## config.mk

```make
export PLATFORM = sky130hd
export DESIGN_NAME = sync_line_regs
export DESIGN_NICKNAME = d
export VERILOG_FILES = /design/src/sync_line_pkg.sv /design/src/dma_sync_timeout.sv /design/src/sync_line_regs.sv
export VERILOG_INCLUDE_DIRS = /design/src /design/src/src
export SDC_FILE = /design/constraint.sdc
export NUM_CORES = 1
export LEC_CHECK = 0
export ABC_AREA = 1
export BUFFER_PORTS_ARGS = -buffer_cell sky130_fd_sc_hd__buf_4
export CAP_MARGIN = 20
export CELL_PAD_IN_SITES_DETAIL_PLACEMENT = 0
export CELL_PAD_IN_SITES_GLOBAL_PLACEMENT = 1
export CORE_MARGIN = 4
export CORE_UTILIZATION = 25
export CTS_BUF_LIST = sky130_fd_sc_hd__clkbuf_16
export DETAILED_ROUTE_END_ITERATION = 6
export GPL_ROUTABILITY_DRIVEN = 0
export PLACE_DENSITY = 0.53
export SETUP_SLACK_MARGIN = 0.05
export SYNTH_ARGS = -nofsm -noshare
export SYNTH_HDL_FRONTEND = slang
export SYNTH_SLANG_ARGS = --single-unit
```

## constraint.sdc

```tcl
create_clock -name CLOCK -period 1.7 [get_ports CLOCK]
set_input_delay 0.17 -clock CLOCK [delete_from_list [all_inputs] [get_ports CLOCK]]
set_output_delay 0.17 -clock CLOCK [all_outputs]
set_load 0.1 [all_outputs]
```

## src/sync_line_defines.svh

```systemverilog
// offsets, field positions, reset values and timing counts of the sync line registers
`ifndef SYNC_LINE_DEFINES_SVH
`define SYNC_LINE_DEFINES_SVH
`define IND_REG_PARAM      3'h0
`define IND_REG_RXERR      3'h1
`define IND_SEL_W          3
`define F_ERRCTL_LO        0
`define F_PROTO_LO         3
`define F_STRIP_BIT        6
`define F_RXBPC_LO         8
`define F_SPARE_LO         11
`define F_TXBPC_LO         13
`define F_RESID_LO         8
`define B_RX_OVERRUN       1
`define B_RX_DMA_ERR       2
`define PARAM_RESET        16'h0000
`define RXERR_RESET        8'h00
`define RESID_RESET        3'h0
`define DMA_TIMEOUT_NS     32000
`define CLOCK_PERIOD_NS    10
`define DMA_TIMEOUT_CYCLES ((`DMA_TIMEOUT_NS + `CLOCK_PERIOD_NS - 1) / `CLOCK_PERIOD_NS)
`endif

```

## src/sync_line_pkg.sv

```systemverilog
// types shared by the sync line register bank
package sync_line_pkg;
  typedef enum logic [2:0] {
    PROTO_DDCMP, PROTO_SDLC, PROTO_HDLC, PROTO_SPARE, PROTO_GENERIC_BYTE_SYNC_MODE
  } proto_t;
  typedef enum logic [2:0] {
    EC_CCITT_ONES, EC_CCITT_ZEROS, EC_LRC_VRC_ODD, EC_CRC16,
    EC_LRC_ODD, EC_LRC_EVEN, EC_LRC_VRC_EVEN, EC_NONE
  } errctl_t;
endpackage

```

## src/dma_sync_timeout.sv

```systemverilog
// bus master handshake watchdog: flags a missing slave_sync_response
`timescale 1ns/1ns
`include "sync_line_defines.svh"
module dma_sync_timeout #(
  parameter int TIMEOUT_CYCLES = `DMA_TIMEOUT_CYCLES
) (
  input  wire logic clock,
  input  wire logic arst_n,
  input  wire logic master_sync_request,
  input  wire logic slave_sync_response,
  output logic      timeout
);
  typedef enum logic [1:0] {T_IDLE, T_WAIT, T_DONE} tstate_t;
  tstate_t     state_q;
  logic [12:0] count_q;
  logic        slave_sync_response_meta_q;
  logic        slave_sync_response_q;

  // response comes off the bus pins, so two flops before use
  always_ff @(posedge clock or negedge arst_n) begin
    if (!arst_n) begin
      slave_sync_response_meta_q <= 1'b0;
      slave_sync_response_q      <= 1'b0;
    end else begin
      slave_sync_response_meta_q <= slave_sync_response;
      slave_sync_response_q      <= slave_sync_response_meta_q;
    end
  end

  // count while the request stands unanswered; one report per request
  always_ff @(posedge clock or negedge arst_n) begin
    if (!arst_n) begin
      state_q <= T_IDLE;
      count_q <= 13'h0000;
      timeout <= 1'b0;
    end else begin
      timeout <= 1'b0;
      case (state_q)
        T_IDLE: begin
          count_q <= 13'h0000;
          if (master_sync_request) begin
            state_q <= T_WAIT;
          end
        end
        T_WAIT: begin
          if (!master_sync_request || slave_sync_response_q) begin
            state_q <= T_IDLE;
          end else if (count_q == 13'(TIMEOUT_CYCLES - 1)) begin
            timeout <= 1'b1;
            state_q <= T_DONE;
          end else begin
            count_q <= count_q + 13'h0001;
          end
        end
        default: begin
          // hold until the master drops its request
          if (!master_sync_request) begin
            state_q <= T_IDLE;
          end
        end
      endcase
    end
  end

  a_timeout_wait: assert property (@(posedge clock) disable iff (!arst_n)
    $rose(timeout) |-> state_q == T_DONE && count_q == 13'(TIMEOUT_CYCLES - 1))
    else $error("timeout raised before the full wait");
endmodule

```

## src/sync_line_regs.sv

```systemverilog
// protocol parameter and receive error indirect registers of the sync line
//
// Function
// - the protocol field decodes 000 ddcmp, 001 sdlc, 010 hdlc, 111 generic byte, others spare.
// - receive width code 000 means eight bits and codes 001 to 111 mean one to seven bits.
// - transmit width code 000 means eight bits and codes 001 to 111 mean one to seven bits.
// - the second indirect register holds the error byte low and the residual count above it.
// - for bit protocols the residual count tells how many bits of the last stored char count.
// - bit 1 is set when received characters arrive faster than they can be stored.
// - the overrun flag clears on master reset, bus init or a read of the error low byte.
// - bit 2 is set when slave sync does not answer master sync within 32 us.
// - setting the dma error flag clears the receiver enable bit.
// - the dma error flag clears on master reset, bus init or a read of the error low byte.
// - the error control field decodes the eight block check kinds, 111 meaning none.
// - only generic byte mode obeys the strip sync bit; other protocols always strip sync.
// - the error byte clears on master reset and init; the parameter word survives both.
`timescale 1ns/1ns
`include "sync_line_defines.svh"
module sync_line_regs
  import sync_line_pkg::*;
#(
  parameter int TIMEOUT_CYCLES = `DMA_TIMEOUT_CYCLES
) (
  input  wire logic                      CLOCK,
  input  wire logic                      ARST_N,
  input  wire logic                      MASTER_RESET,
  input  wire logic                      BUS_INIT,
  input  wire logic [`IND_SEL_W-1:0]     IND_SEL,
  input  wire logic [1:0]                BYTE_EN,
  input  wire logic                      WR_EN,
  input  wire logic [15:0]               WR_DATA,
  input  wire logic                      RD_EN,
  output logic [15:0]                    RD_DATA,
  output logic                           RD_VALID,
  input  wire logic                      RX_OVERRUN_EVENT,
  input  wire logic                      MASTER_SYNC_REQUEST,
  input  wire logic                      SLAVE_SYNC_RESPONSE,
  input  wire logic                      LAST_CHAR_STORED,
  input  wire logic [2:0]                LAST_CHAR_BITS,
  output logic                           RX_ENABLE_CLEAR,
  output sync_line_pkg::proto_t          PROTOCOL,
  output sync_line_pkg::errctl_t         ERROR_CONTROL,
  output logic                           STRIP_SYNC,
  output logic [3:0]                     RX_BITS_PER_CHAR,
  output logic [3:0]                     TX_BITS_PER_CHAR
);
  import sync_line_pkg::*;

  logic [15:0] param_q;
  logic [7:1]  rxerr_q;
  logic [2:0]  resid_q;
  logic        dma_timeout;
  logic        sel_param;
  logic        sel_rxerr;
  logic        rd_err_lo;

  assign sel_param = IND_SEL == `IND_REG_PARAM;
  assign sel_rxerr = IND_SEL == `IND_REG_RXERR;
  assign rd_err_lo = RD_EN && sel_rxerr && BYTE_EN[0];

  dma_sync_timeout #(
    .TIMEOUT_CYCLES (TIMEOUT_CYCLES)
  ) u_timeout (
    .clock               (CLOCK),
    .arst_n              (ARST_N),
    .master_sync_request (MASTER_SYNC_REQUEST),
    .slave_sync_response (SLAVE_SYNC_RESPONSE),
    .timeout             (dma_timeout)
  );

  // parameter word: byte writes; master reset and init leave it alone
  always_ff @(posedge CLOCK or negedge ARST_N) begin
    if (!ARST_N) begin
      param_q <= `PARAM_RESET;
    end else if (WR_EN && sel_param) begin
      if (BYTE_EN[0]) begin
        param_q[7:0] <= {1'b0, WR_DATA[6:0]}; // bit 7 is unused and kept zero
      end
      if (BYTE_EN[1]) begin
        param_q[15:8] <= WR_DATA[15:8];
      end
    end
  end

  // error flags: an event in the clearing read's cycle wins, so none is lost
  always_ff @(posedge CLOCK or negedge ARST_N) begin
    if (!ARST_N) begin
      rxerr_q <= 7'h00;
    end else begin
      if (MASTER_RESET || BUS_INIT || rd_err_lo) begin
        rxerr_q <= 7'h00;
      end
      if (RX_OVERRUN_EVENT) begin
        rxerr_q[`B_RX_OVERRUN] <= 1'b1;
      end
      if (dma_timeout) begin
        rxerr_q[`B_RX_DMA_ERR] <= 1'b1;
      end
    end
  end

  // residual count of the last stored character; software may also write it
  always_ff @(posedge CLOCK or negedge ARST_N) begin
    if (!ARST_N) begin
      resid_q <= `RESID_RESET;
    end else if (LAST_CHAR_STORED) begin
      resid_q <= LAST_CHAR_BITS;
    end else if (WR_EN && sel_rxerr && BYTE_EN[1]) begin
      resid_q <= WR_DATA[`F_RESID_LO +: 3];
    end
  end

  // the receive csr owns the enable bit; a one-cycle pulse tells it to drop
  always_ff @(posedge CLOCK or negedge ARST_N) begin
    if (!ARST_N) begin
      RX_ENABLE_CLEAR <= 1'b0;
    end else begin
      RX_ENABLE_CLEAR <= dma_timeout;
    end
  end

  // read port: data one cycle after the strobe, unselected lanes read zero
  always_ff @(posedge CLOCK or negedge ARST_N) begin
    if (!ARST_N) begin
      RD_DATA  <= 16'h0000;
      RD_VALID <= 1'b0;
    end else begin
      RD_VALID <= RD_EN;
      if (RD_EN) begin
        RD_DATA <= 16'h0000;
        if (sel_param) begin
          RD_DATA <= param_q & {{8{BYTE_EN[1]}}, {8{BYTE_EN[0]}}};
        end else if (sel_rxerr) begin
          RD_DATA[7:0] <= BYTE_EN[0] ? {rxerr_q, 1'b0} : 8'h00;
          RD_DATA[`F_RESID_LO +: 3] <= BYTE_EN[1] ? resid_q : 3'h0;
        end
      end
    end
  end

  // decoded controls registered from the word, one cycle behind a write
  always_ff @(posedge CLOCK or negedge ARST_N) begin
    if (!ARST_N) begin
      PROTOCOL         <= PROTO_DDCMP;
      ERROR_CONTROL    <= EC_CCITT_ONES;
      STRIP_SYNC       <= 1'b1;
      RX_BITS_PER_CHAR <= 4'h8;
      TX_BITS_PER_CHAR <= 4'h8;
    end else begin
      case (param_q[`F_PROTO_LO +: 3])
        3'h0:    PROTOCOL <= PROTO_DDCMP;
        3'h1:    PROTOCOL <= PROTO_SDLC;
        3'h2:    PROTOCOL <= PROTO_HDLC;
        3'h7:    PROTOCOL <= PROTO_GENERIC_BYTE_SYNC_MODE;
        default: PROTOCOL <= PROTO_SPARE;
      endcase
      ERROR_CONTROL <= errctl_t'(param_q[`F_ERRCTL_LO +: 3]);
      // other protocols strip sync regardless of the bit
      STRIP_SYNC <= (param_q[`F_PROTO_LO +: 3] == 3'h7) ? param_q[`F_STRIP_BIT] : 1'b1;
      RX_BITS_PER_CHAR <= {param_q[`F_RXBPC_LO +: 3] == 3'h0, param_q[`F_RXBPC_LO +: 3]};
      TX_BITS_PER_CHAR <= {param_q[`F_TXBPC_LO +: 3] == 3'h0, param_q[`F_TXBPC_LO +: 3]};
    end
  end

  a_overrun_set: assert property (@(posedge CLOCK) disable iff (!ARST_N)
    RX_OVERRUN_EVENT |=> rxerr_q[`B_RX_OVERRUN])
    else $error("overrun event did not set its flag");
  a_dma_err_set: assert property (@(posedge CLOCK) disable iff (!ARST_N)
    dma_timeout |=> rxerr_q[`B_RX_DMA_ERR] && RX_ENABLE_CLEAR)
    else $error("dma timeout did not set flag and clear enable");
  a_rxen_cause: assert property (@(posedge CLOCK) disable iff (!ARST_N)
    RX_ENABLE_CLEAR |-> $past(dma_timeout))
    else $error("receiver enable cleared without a dma error");
  a_read_clears: assert property (@(posedge CLOCK) disable iff (!ARST_N)
    rd_err_lo && !RX_OVERRUN_EVENT && !dma_timeout |=> rxerr_q == 7'h00)
    else $error("reading the error byte did not clear it");
  a_reset_clears: assert property (@(posedge CLOCK) disable iff (!ARST_N)
    (MASTER_RESET || BUS_INIT) && !RX_OVERRUN_EVENT && !dma_timeout && !WR_EN
      |=> rxerr_q == 7'h00 && param_q == $past(param_q))
    else $error("master reset or init handled the registers wrongly");
  a_bit0_zero: assert property (@(posedge CLOCK) disable iff (!ARST_N)
    RD_EN && sel_rxerr |=> !RD_DATA[0])
    else $error("unused error bit read as one");
  a_rx_width: assert property (@(posedge CLOCK) disable iff (!ARST_N)
    param_q[`F_RXBPC_LO +: 3] == 3'h0 |=> RX_BITS_PER_CHAR == 4'h8)
    else $error("receive width code zero is not eight bits");
  a_tx_width: assert property (@(posedge CLOCK) disable iff (!ARST_N)
    param_q[`F_TXBPC_LO +: 3] != 3'h0 |=> TX_BITS_PER_CHAR == {1'b0, $past(param_q[15:13])})
    else $error("transmit width decode wrong");
  a_proto_gen: assert property (@(posedge CLOCK) disable iff (!ARST_N)
    param_q[`F_PROTO_LO +: 3] == 3'h7 |=> PROTOCOL == PROTO_GENERIC_BYTE_SYNC_MODE)
    else $error("generic byte code not decoded");
  a_strip_fixed: assert property (@(posedge CLOCK) disable iff (!ARST_N)
    PROTOCOL != PROTO_GENERIC_BYTE_SYNC_MODE |-> STRIP_SYNC)
    else $error("sync not stripped outside generic byte mode");
endmodule

```

# [Word-level counts from Yosys, hierarchy flattened]
# Cells that the tools add are included.
[totals] elab_cells=76 reg_bits=71 input_bits=34
[classes] n_eq_ne=11 mux=23 bitwise=1 n_reduce_logical=22 add_sub_neg=1
[op_table] cell="two-way mux 13 bit" n=2
[op_table] cell="one-hot mux 13 bit (2 select lines)" n=1
[op_table] cell="two-way mux 11 bit" n=2
[op_table] cell="bitwise AND 16 bit" n=1
[op_table] cell="adder 13 x 1 -> 13 bit (second input constant)" n=1
[op_table] cell="== test 13 x 12 -> 1 bit (second input constant)" n=1
[op_table] cell="zero test 3 bit" n=4
[op_table] cell="two-way mux 3 bit" n=4
[op_table] cell="one-hot mux 3 bit (4 select lines)" n=1
[op_table] cell="two-way mux 2 bit" n=5
[op_table] cell="nonzero test 2 bit" n=4
[op_table] cell="== test 3 x 1 -> 1 bit (second input constant)" n=2
[op_table] cell="two-way mux 1 bit" n=6
[op_table] cell="inequality test 2 bit (second input constant)" n=3
[op_table] cell="inequality test 3 x 1 -> 1 bit (second input constant)" n=2
[op_table] cell="AND reduction 3 bit" n=2
[op_table] cell="logical AND 1 bit" n=5
[op_table] cell="two-way mux 5 bit" n=1
[op_table] cell="one-hot mux 2 bit (2 select lines)" n=1
[op_table] cell="AND reduction 2 bit" n=2
[op_table] cell="== test 3 x 2 -> 1 bit (second input constant)" n=1
[op_table] cell="== test 3 bit (second input constant)" n=1
[op_table] cell="logical OR 1 bit" n=3
[op_table] cell="== test 2 x 1 -> 1 bit (second input constant)" n=1
[op_table] cell="2 further kinds" n=2

# [Depth between registers and ports, before layout]
[depth] word_depth=6 depth_mapped=9

# [By module]
# A second synthesis with hierarchy kept.
[unflattened] hier_cells=360 area_unflattened_um2=3188.1
[by_module_without_submodules] mod="sync_line_regs" cells_per_inst=217 seq_area_each_um2=1305.0 area_each_um2=2082.0 instances=1
[by_module_without_submodules] mod="dma_sync_timeout" cells_per_inst=143 seq_area_each_um2=450.4 area_each_um2=1106.1 instances=1

# [Worst setup path before layout]
# OpenSTA, ideal clock, no wires.
[synth_timing] path_kind="register to register" start="register u_timeout.count_q[0]" end="register u_timeout.count_q[5]" n_path_buf=1 arrival_time_ns=1.237 setup_time_ns=0.117 slack_ns=0.345 path_stages_with_launch=9 synth_period_minus_slack_ns=1.355 path_cell_list="dfrtp_1 > ha_1 > nand3_4 > nor2_1 > nand3_1 > nand3_2 > buf_6 > nand2_1 > nand2_1"
[synth_via] elab_chain_len=4 elab_cells_between_ends=7 classes_between="add/sub: 1; eq/ne: 2; mux: 3; reduce/logical: 1"
[synth_lines] element="from (decl)" line="dma_sync_timeout.sv:15" rtl="logic [12:0] count_q;"
[synth_lines] element="from (signal assigned)" line="dma_sync_timeout.sv:52" rtl="count_q <= count_q + 13'h0001;"
[synth_lines] element="adder 13 x 1 -> 13 bit" line="dma_sync_timeout.sv:52"
[synth_lines] element="two-way mux 13 bit" line="dma_sync_timeout.sv:48" rtl="end else if (count_q == 13'(TIMEOUT_CYCLES - 1)) begin"
[synth_lines] element="two-way mux 13 bit" line="dma_sync_timeout.sv:46" rtl="if (!master_sync_request || slave_sync_response_q) begin"
[synth_lines] element="one-hot mux 13 bit (2 select lines)" line="dma_sync_timeout.sv:38" rtl="case (state_q)"
# Several ways; a longest one is shown, not always the timed one. The select of a mux whose other input is x is not followed.
# A chain may end at the register's enable or synchronous reset.

# [Worst setup path after layout]
[layout_timing] start="register u_timeout.count_q[1]" end="register u_timeout.count_q[3]"
# Same word-level chain as after synthesis.

==> flow_metrics.env <==
export IMPL_status="finished clean"
export IMPL_die_w_um=117.8
export IMPL_n_fill_cell=1231
export IMPL_die_area_um2=13890
export IMPL_n_antenna_cell=0
export IMPL_rsz0062_at_grt="false"
export IMPL_pin_count=67
export IMPL_area_delta_synth_final_pct=32.39
export IMPL_leakage_nw=2.004
export IMPL_antenna_found_initial=0
export IMPL_vias=2438
export IMPL_hold_class="in -> reg"
export IMPL_cts_sinks=70
export IMPL_ys_ff_latch=70
export IMPL_critPathRequiredTime_ns=1.91
export IMPL_initial_core_util=0.2598
export IMPL_htreeDepth=3
export IMPL_period_share=0.8628
export IMPL_clk_latency_ns=0.32
export IMPL_mostFrequentLayoutCell="nand2_1"
export IMPL_cts_tree="yes"
export IMPL_cpPeakStageDelay_ns=0.36
export IMPL_cts_buffers=9
export IMPL_drive_above_1_share=0.2506
export IMPL_power_total_mw=4.839
export IMPL_crit_path_end="u_timeout.count_q[3]"
export IMPL_final_cell_mix="96 x nand2_1, 67 x dfrtp_1, 67 x buf_4"
export IMPL_path_cells="ha_1, nand3_4, nor2_4, nand3_2, nand2_1, nand2_2, nand3_1, nand2_1"
export IMPL_drc=0
export IMPL_clk_path_buf_depth=2
export IMPL_first_global_vias=2486
export IMPL_first_pass_iters=4
export IMPL_io_buffers=64
export IMPL_dpl_hpwl_um=5620
export IMPL_postCtsSetupRepairBufs=0
export IMPL_rrSetupSlack_ns=0.23
export IMPL_syn_area_per_cell_um2=8.846
export IMPL_core_um2=11610
export IMPL_hold_viol=0
export IMPL_die_y_um=117.8
export IMPL_ys_seq_area_frac=0.5819
export IMPL_slew_violations=0
export IMPL_cap_violations=0
export IMPL_finalWorstPathRequiredPeriod_ns=1.467
export IMPL_grt_usage=0.1145
export IMPL_crit_fanout=6
export IMPL_ir_worst_vdd_v=0.0003642
export IMPL_rows=39
export IMPL_power_density_nw_per_um2=1212
export IMPL_cts_root_buffer="clkbuf_16"
export IMPL_syn_area_um2=3017
export IMPL_grt_pass1_wl_um=12650
export IMPL_critical_path_arrival_ns=1.68
export IMPL_ant_nets=0
export IMPL_finalSetupViolations=0
export IMPL_ys_types=31
export IMPL_drt_iter0_drc=85
export IMPL_cts_reportedPaths_clkPinSlew_ns=0.06
export IMPL_synthCells=341
export IMPL_worst_setup_path_type="reg -> reg"
export IMPL_rr_endpoint="u_timeout.count_q[3]"
export IMPL_finalSetupTns_ns=0
export IMPL_startpoint_type="flop"
export IMPL_wl_per_cell_um=13.24
export IMPL_totalWireLength_um=7494
export IMPL_global_route_overflow_total=0
export IMPL_syn_num_nets=376
export IMPL_utilization=0.3439
export IMPL_viasPerCell=4.307
export IMPL_fin_skew_ns=0.002522
export IMPL_path_common_cell="nand2_1"
export IMPL_slowest_stage="dfrtp_1"
export IMPL_yosys_warnings=0
export IMPL_grt_max_degree=33
export IMPL_crit_start="u_timeout.count_q[1]"
export IMPL_cp_end_kind="flop"
export IMPL_reg2reg_from="u_timeout.count_q[1]"
export IMPL_r2r_cells=8
export IMPL_fmax_mhz=681.7
export IMPL_nNetsFinal=453
==> per-stage QoR <==
step	worst slack (ns)	hold slack (ns)	instances	cell area (µm²)
after CTS	0.1927	0.007163	566	3994
after global routing	0.05435	0.01414	566	3994
after detailed placement	0.2103	0.1422	548	3706
final	0.2332	0.02570	566	3994
after floorplan	0.3454	-0.1256	341	3017
after global placement	0.2132	0.1358	548	3706
==> area by class of cell <==
class | count | area [µm²] | share of cell area
flip-flops and latches | 70 | 1755 | 0.4395
multi-input cells | 219 | 1050 | 0.2628
repair buffers | 71 | 563.0 | 0.1410
clock buffers | 9 | 225.2 | 0.05639
inverters | 47 | 178.9 | 0.04480
well taps | 143 | 178.9 | 0.04480
clock inverters | 7 | 42.54 | 0.01065
==> synth_stat cells <==
cell type | instances | area, µm²
o21ai_0 | 12 | 60.06
xor2_1 | 4 | 35.03
nand3_1 | 21 | 105.1
nor3b_1 | 1 | 7.510
nor2_4 | 1 | 11.26
dfrtp_1 | 67 | 1677
inv_1 | 41 | 153.9
buf_2 | 2 | 10.01
conb_1 | 1 | 3.750
nand3_2 | 3 | 30.03
buf_6 | 1 | 11.26
ha_1 | 1 | 12.51
o21bai_1 | 3 | 22.52
o31ai_1 | 5 | 37.54
nor3_1 | 5 | 25.02
a21oi_1 | 10 | 50.05
clkbuf_1 | 1 | 3.750
inv_2 | 5 | 18.77
a32o_1 | 2 | 20.02
o211ai_1 | 4 | 30.03
nor2_1 | 35 | 131.4
dfstp_2 | 3 | 78.83
nor2_2 | 2 | 12.51
nand2_1 | 96 | 360.4
o22ai_1 | 4 | 25.02
mux2_2 | 1 | 11.26
nand3_4 | 1 | 17.52
nand2_2 | 5 | 31.28
buf_4 | 1 | 7.510
inv_4 | 1 | 6.260
o21ai_1 | 2 | 10.01
==> cell families after synthesis <==
family | Yosys count | share of synthesized area
flip-flops | 70 | 0.5819
multiplexers | 1 | 0.003733
adder cells (fa/ha/maj) | 1 | 0.004147
XOR/XNOR | 4 | 0.01161
buffers and inverters | 52 | 0.07010
other | 1 | 0.001243
AO/OA/AOI/OAI | 42 | 0.08461
AND/OR/NAND/NOR | 170 | 0.2426
==> worst min-delay path by stage <==
stage                       from                   to  depth (start not counted)
after CTS                  RD_EN             RD_VALID                          1
after global placement    ARST_N  TX_BITS_PER_CHAR[0]                          1
after floorplan           ARST_N     ERROR_CONTROL[0]                          0
after detailed placement  ARST_N  TX_BITS_PER_CHAR[0]                          1
after global routing       RD_EN             RD_VALID                          1
final                      RD_EN             RD_VALID                          1
==> timing repair <==
| item | in CTS | in global routing |
|---|---|---|
| resized for setup | 0 | 0 |
| endpoints found under the hold margin | 29 | 0 |
| hold buffers | 2 | 0 |
==> worst max-delay path, delay by kind of cell (launching register included) <==
| family | cells | cell delay, ns |
|---|---|---|
| adders and majority gates | 1 | 0.26 |
| DFF | 1 | 0.36 |
| and+or+nand+nor | 7 | 0.73 |
==> power breakdown <==
| group | total [mW] | switching [mW] | internal [mW] |
|---|---|---|---|
| sequential | 1.94 | 0.0892 | 1.85 |
| clock | 1.68 | 0.709 | 0.975 |
| combinational | 1.21 | 0.950 | 0.264 |
| total | 4.84 | 1.75 | 3.09 |
==> flip-flops by register name, summed over array words and instances, names as in the netlist, 2 cells and up <==
| signal | cells |
|---|---|
| RD_DATA | 15 |
| param_q | 15 |
| u_timeout.count_q | 13 |
| RX_BITS_PER_CHAR | 4 |
| TX_BITS_PER_CHAR | 4 |
| ERROR_CONTROL | 3 |
| PROTOCOL | 3 |
| resid_q | 3 |
| rxerr_q | 2 |
| u_timeout.state_q | 2 |
==> metal layers <==
layer	GRT usage	vias to the layer above	wire (µm)	share of wire
met3	0.03460	8	288	0.038
met2	0.1829	46	3544	0.47
met4	0.03956	0	111	0.015
met1	0.1475	1143	3549	0.47
li1	-	1241	-	-
met5	0	-	0	0
(Power assumes the default switching activity.)
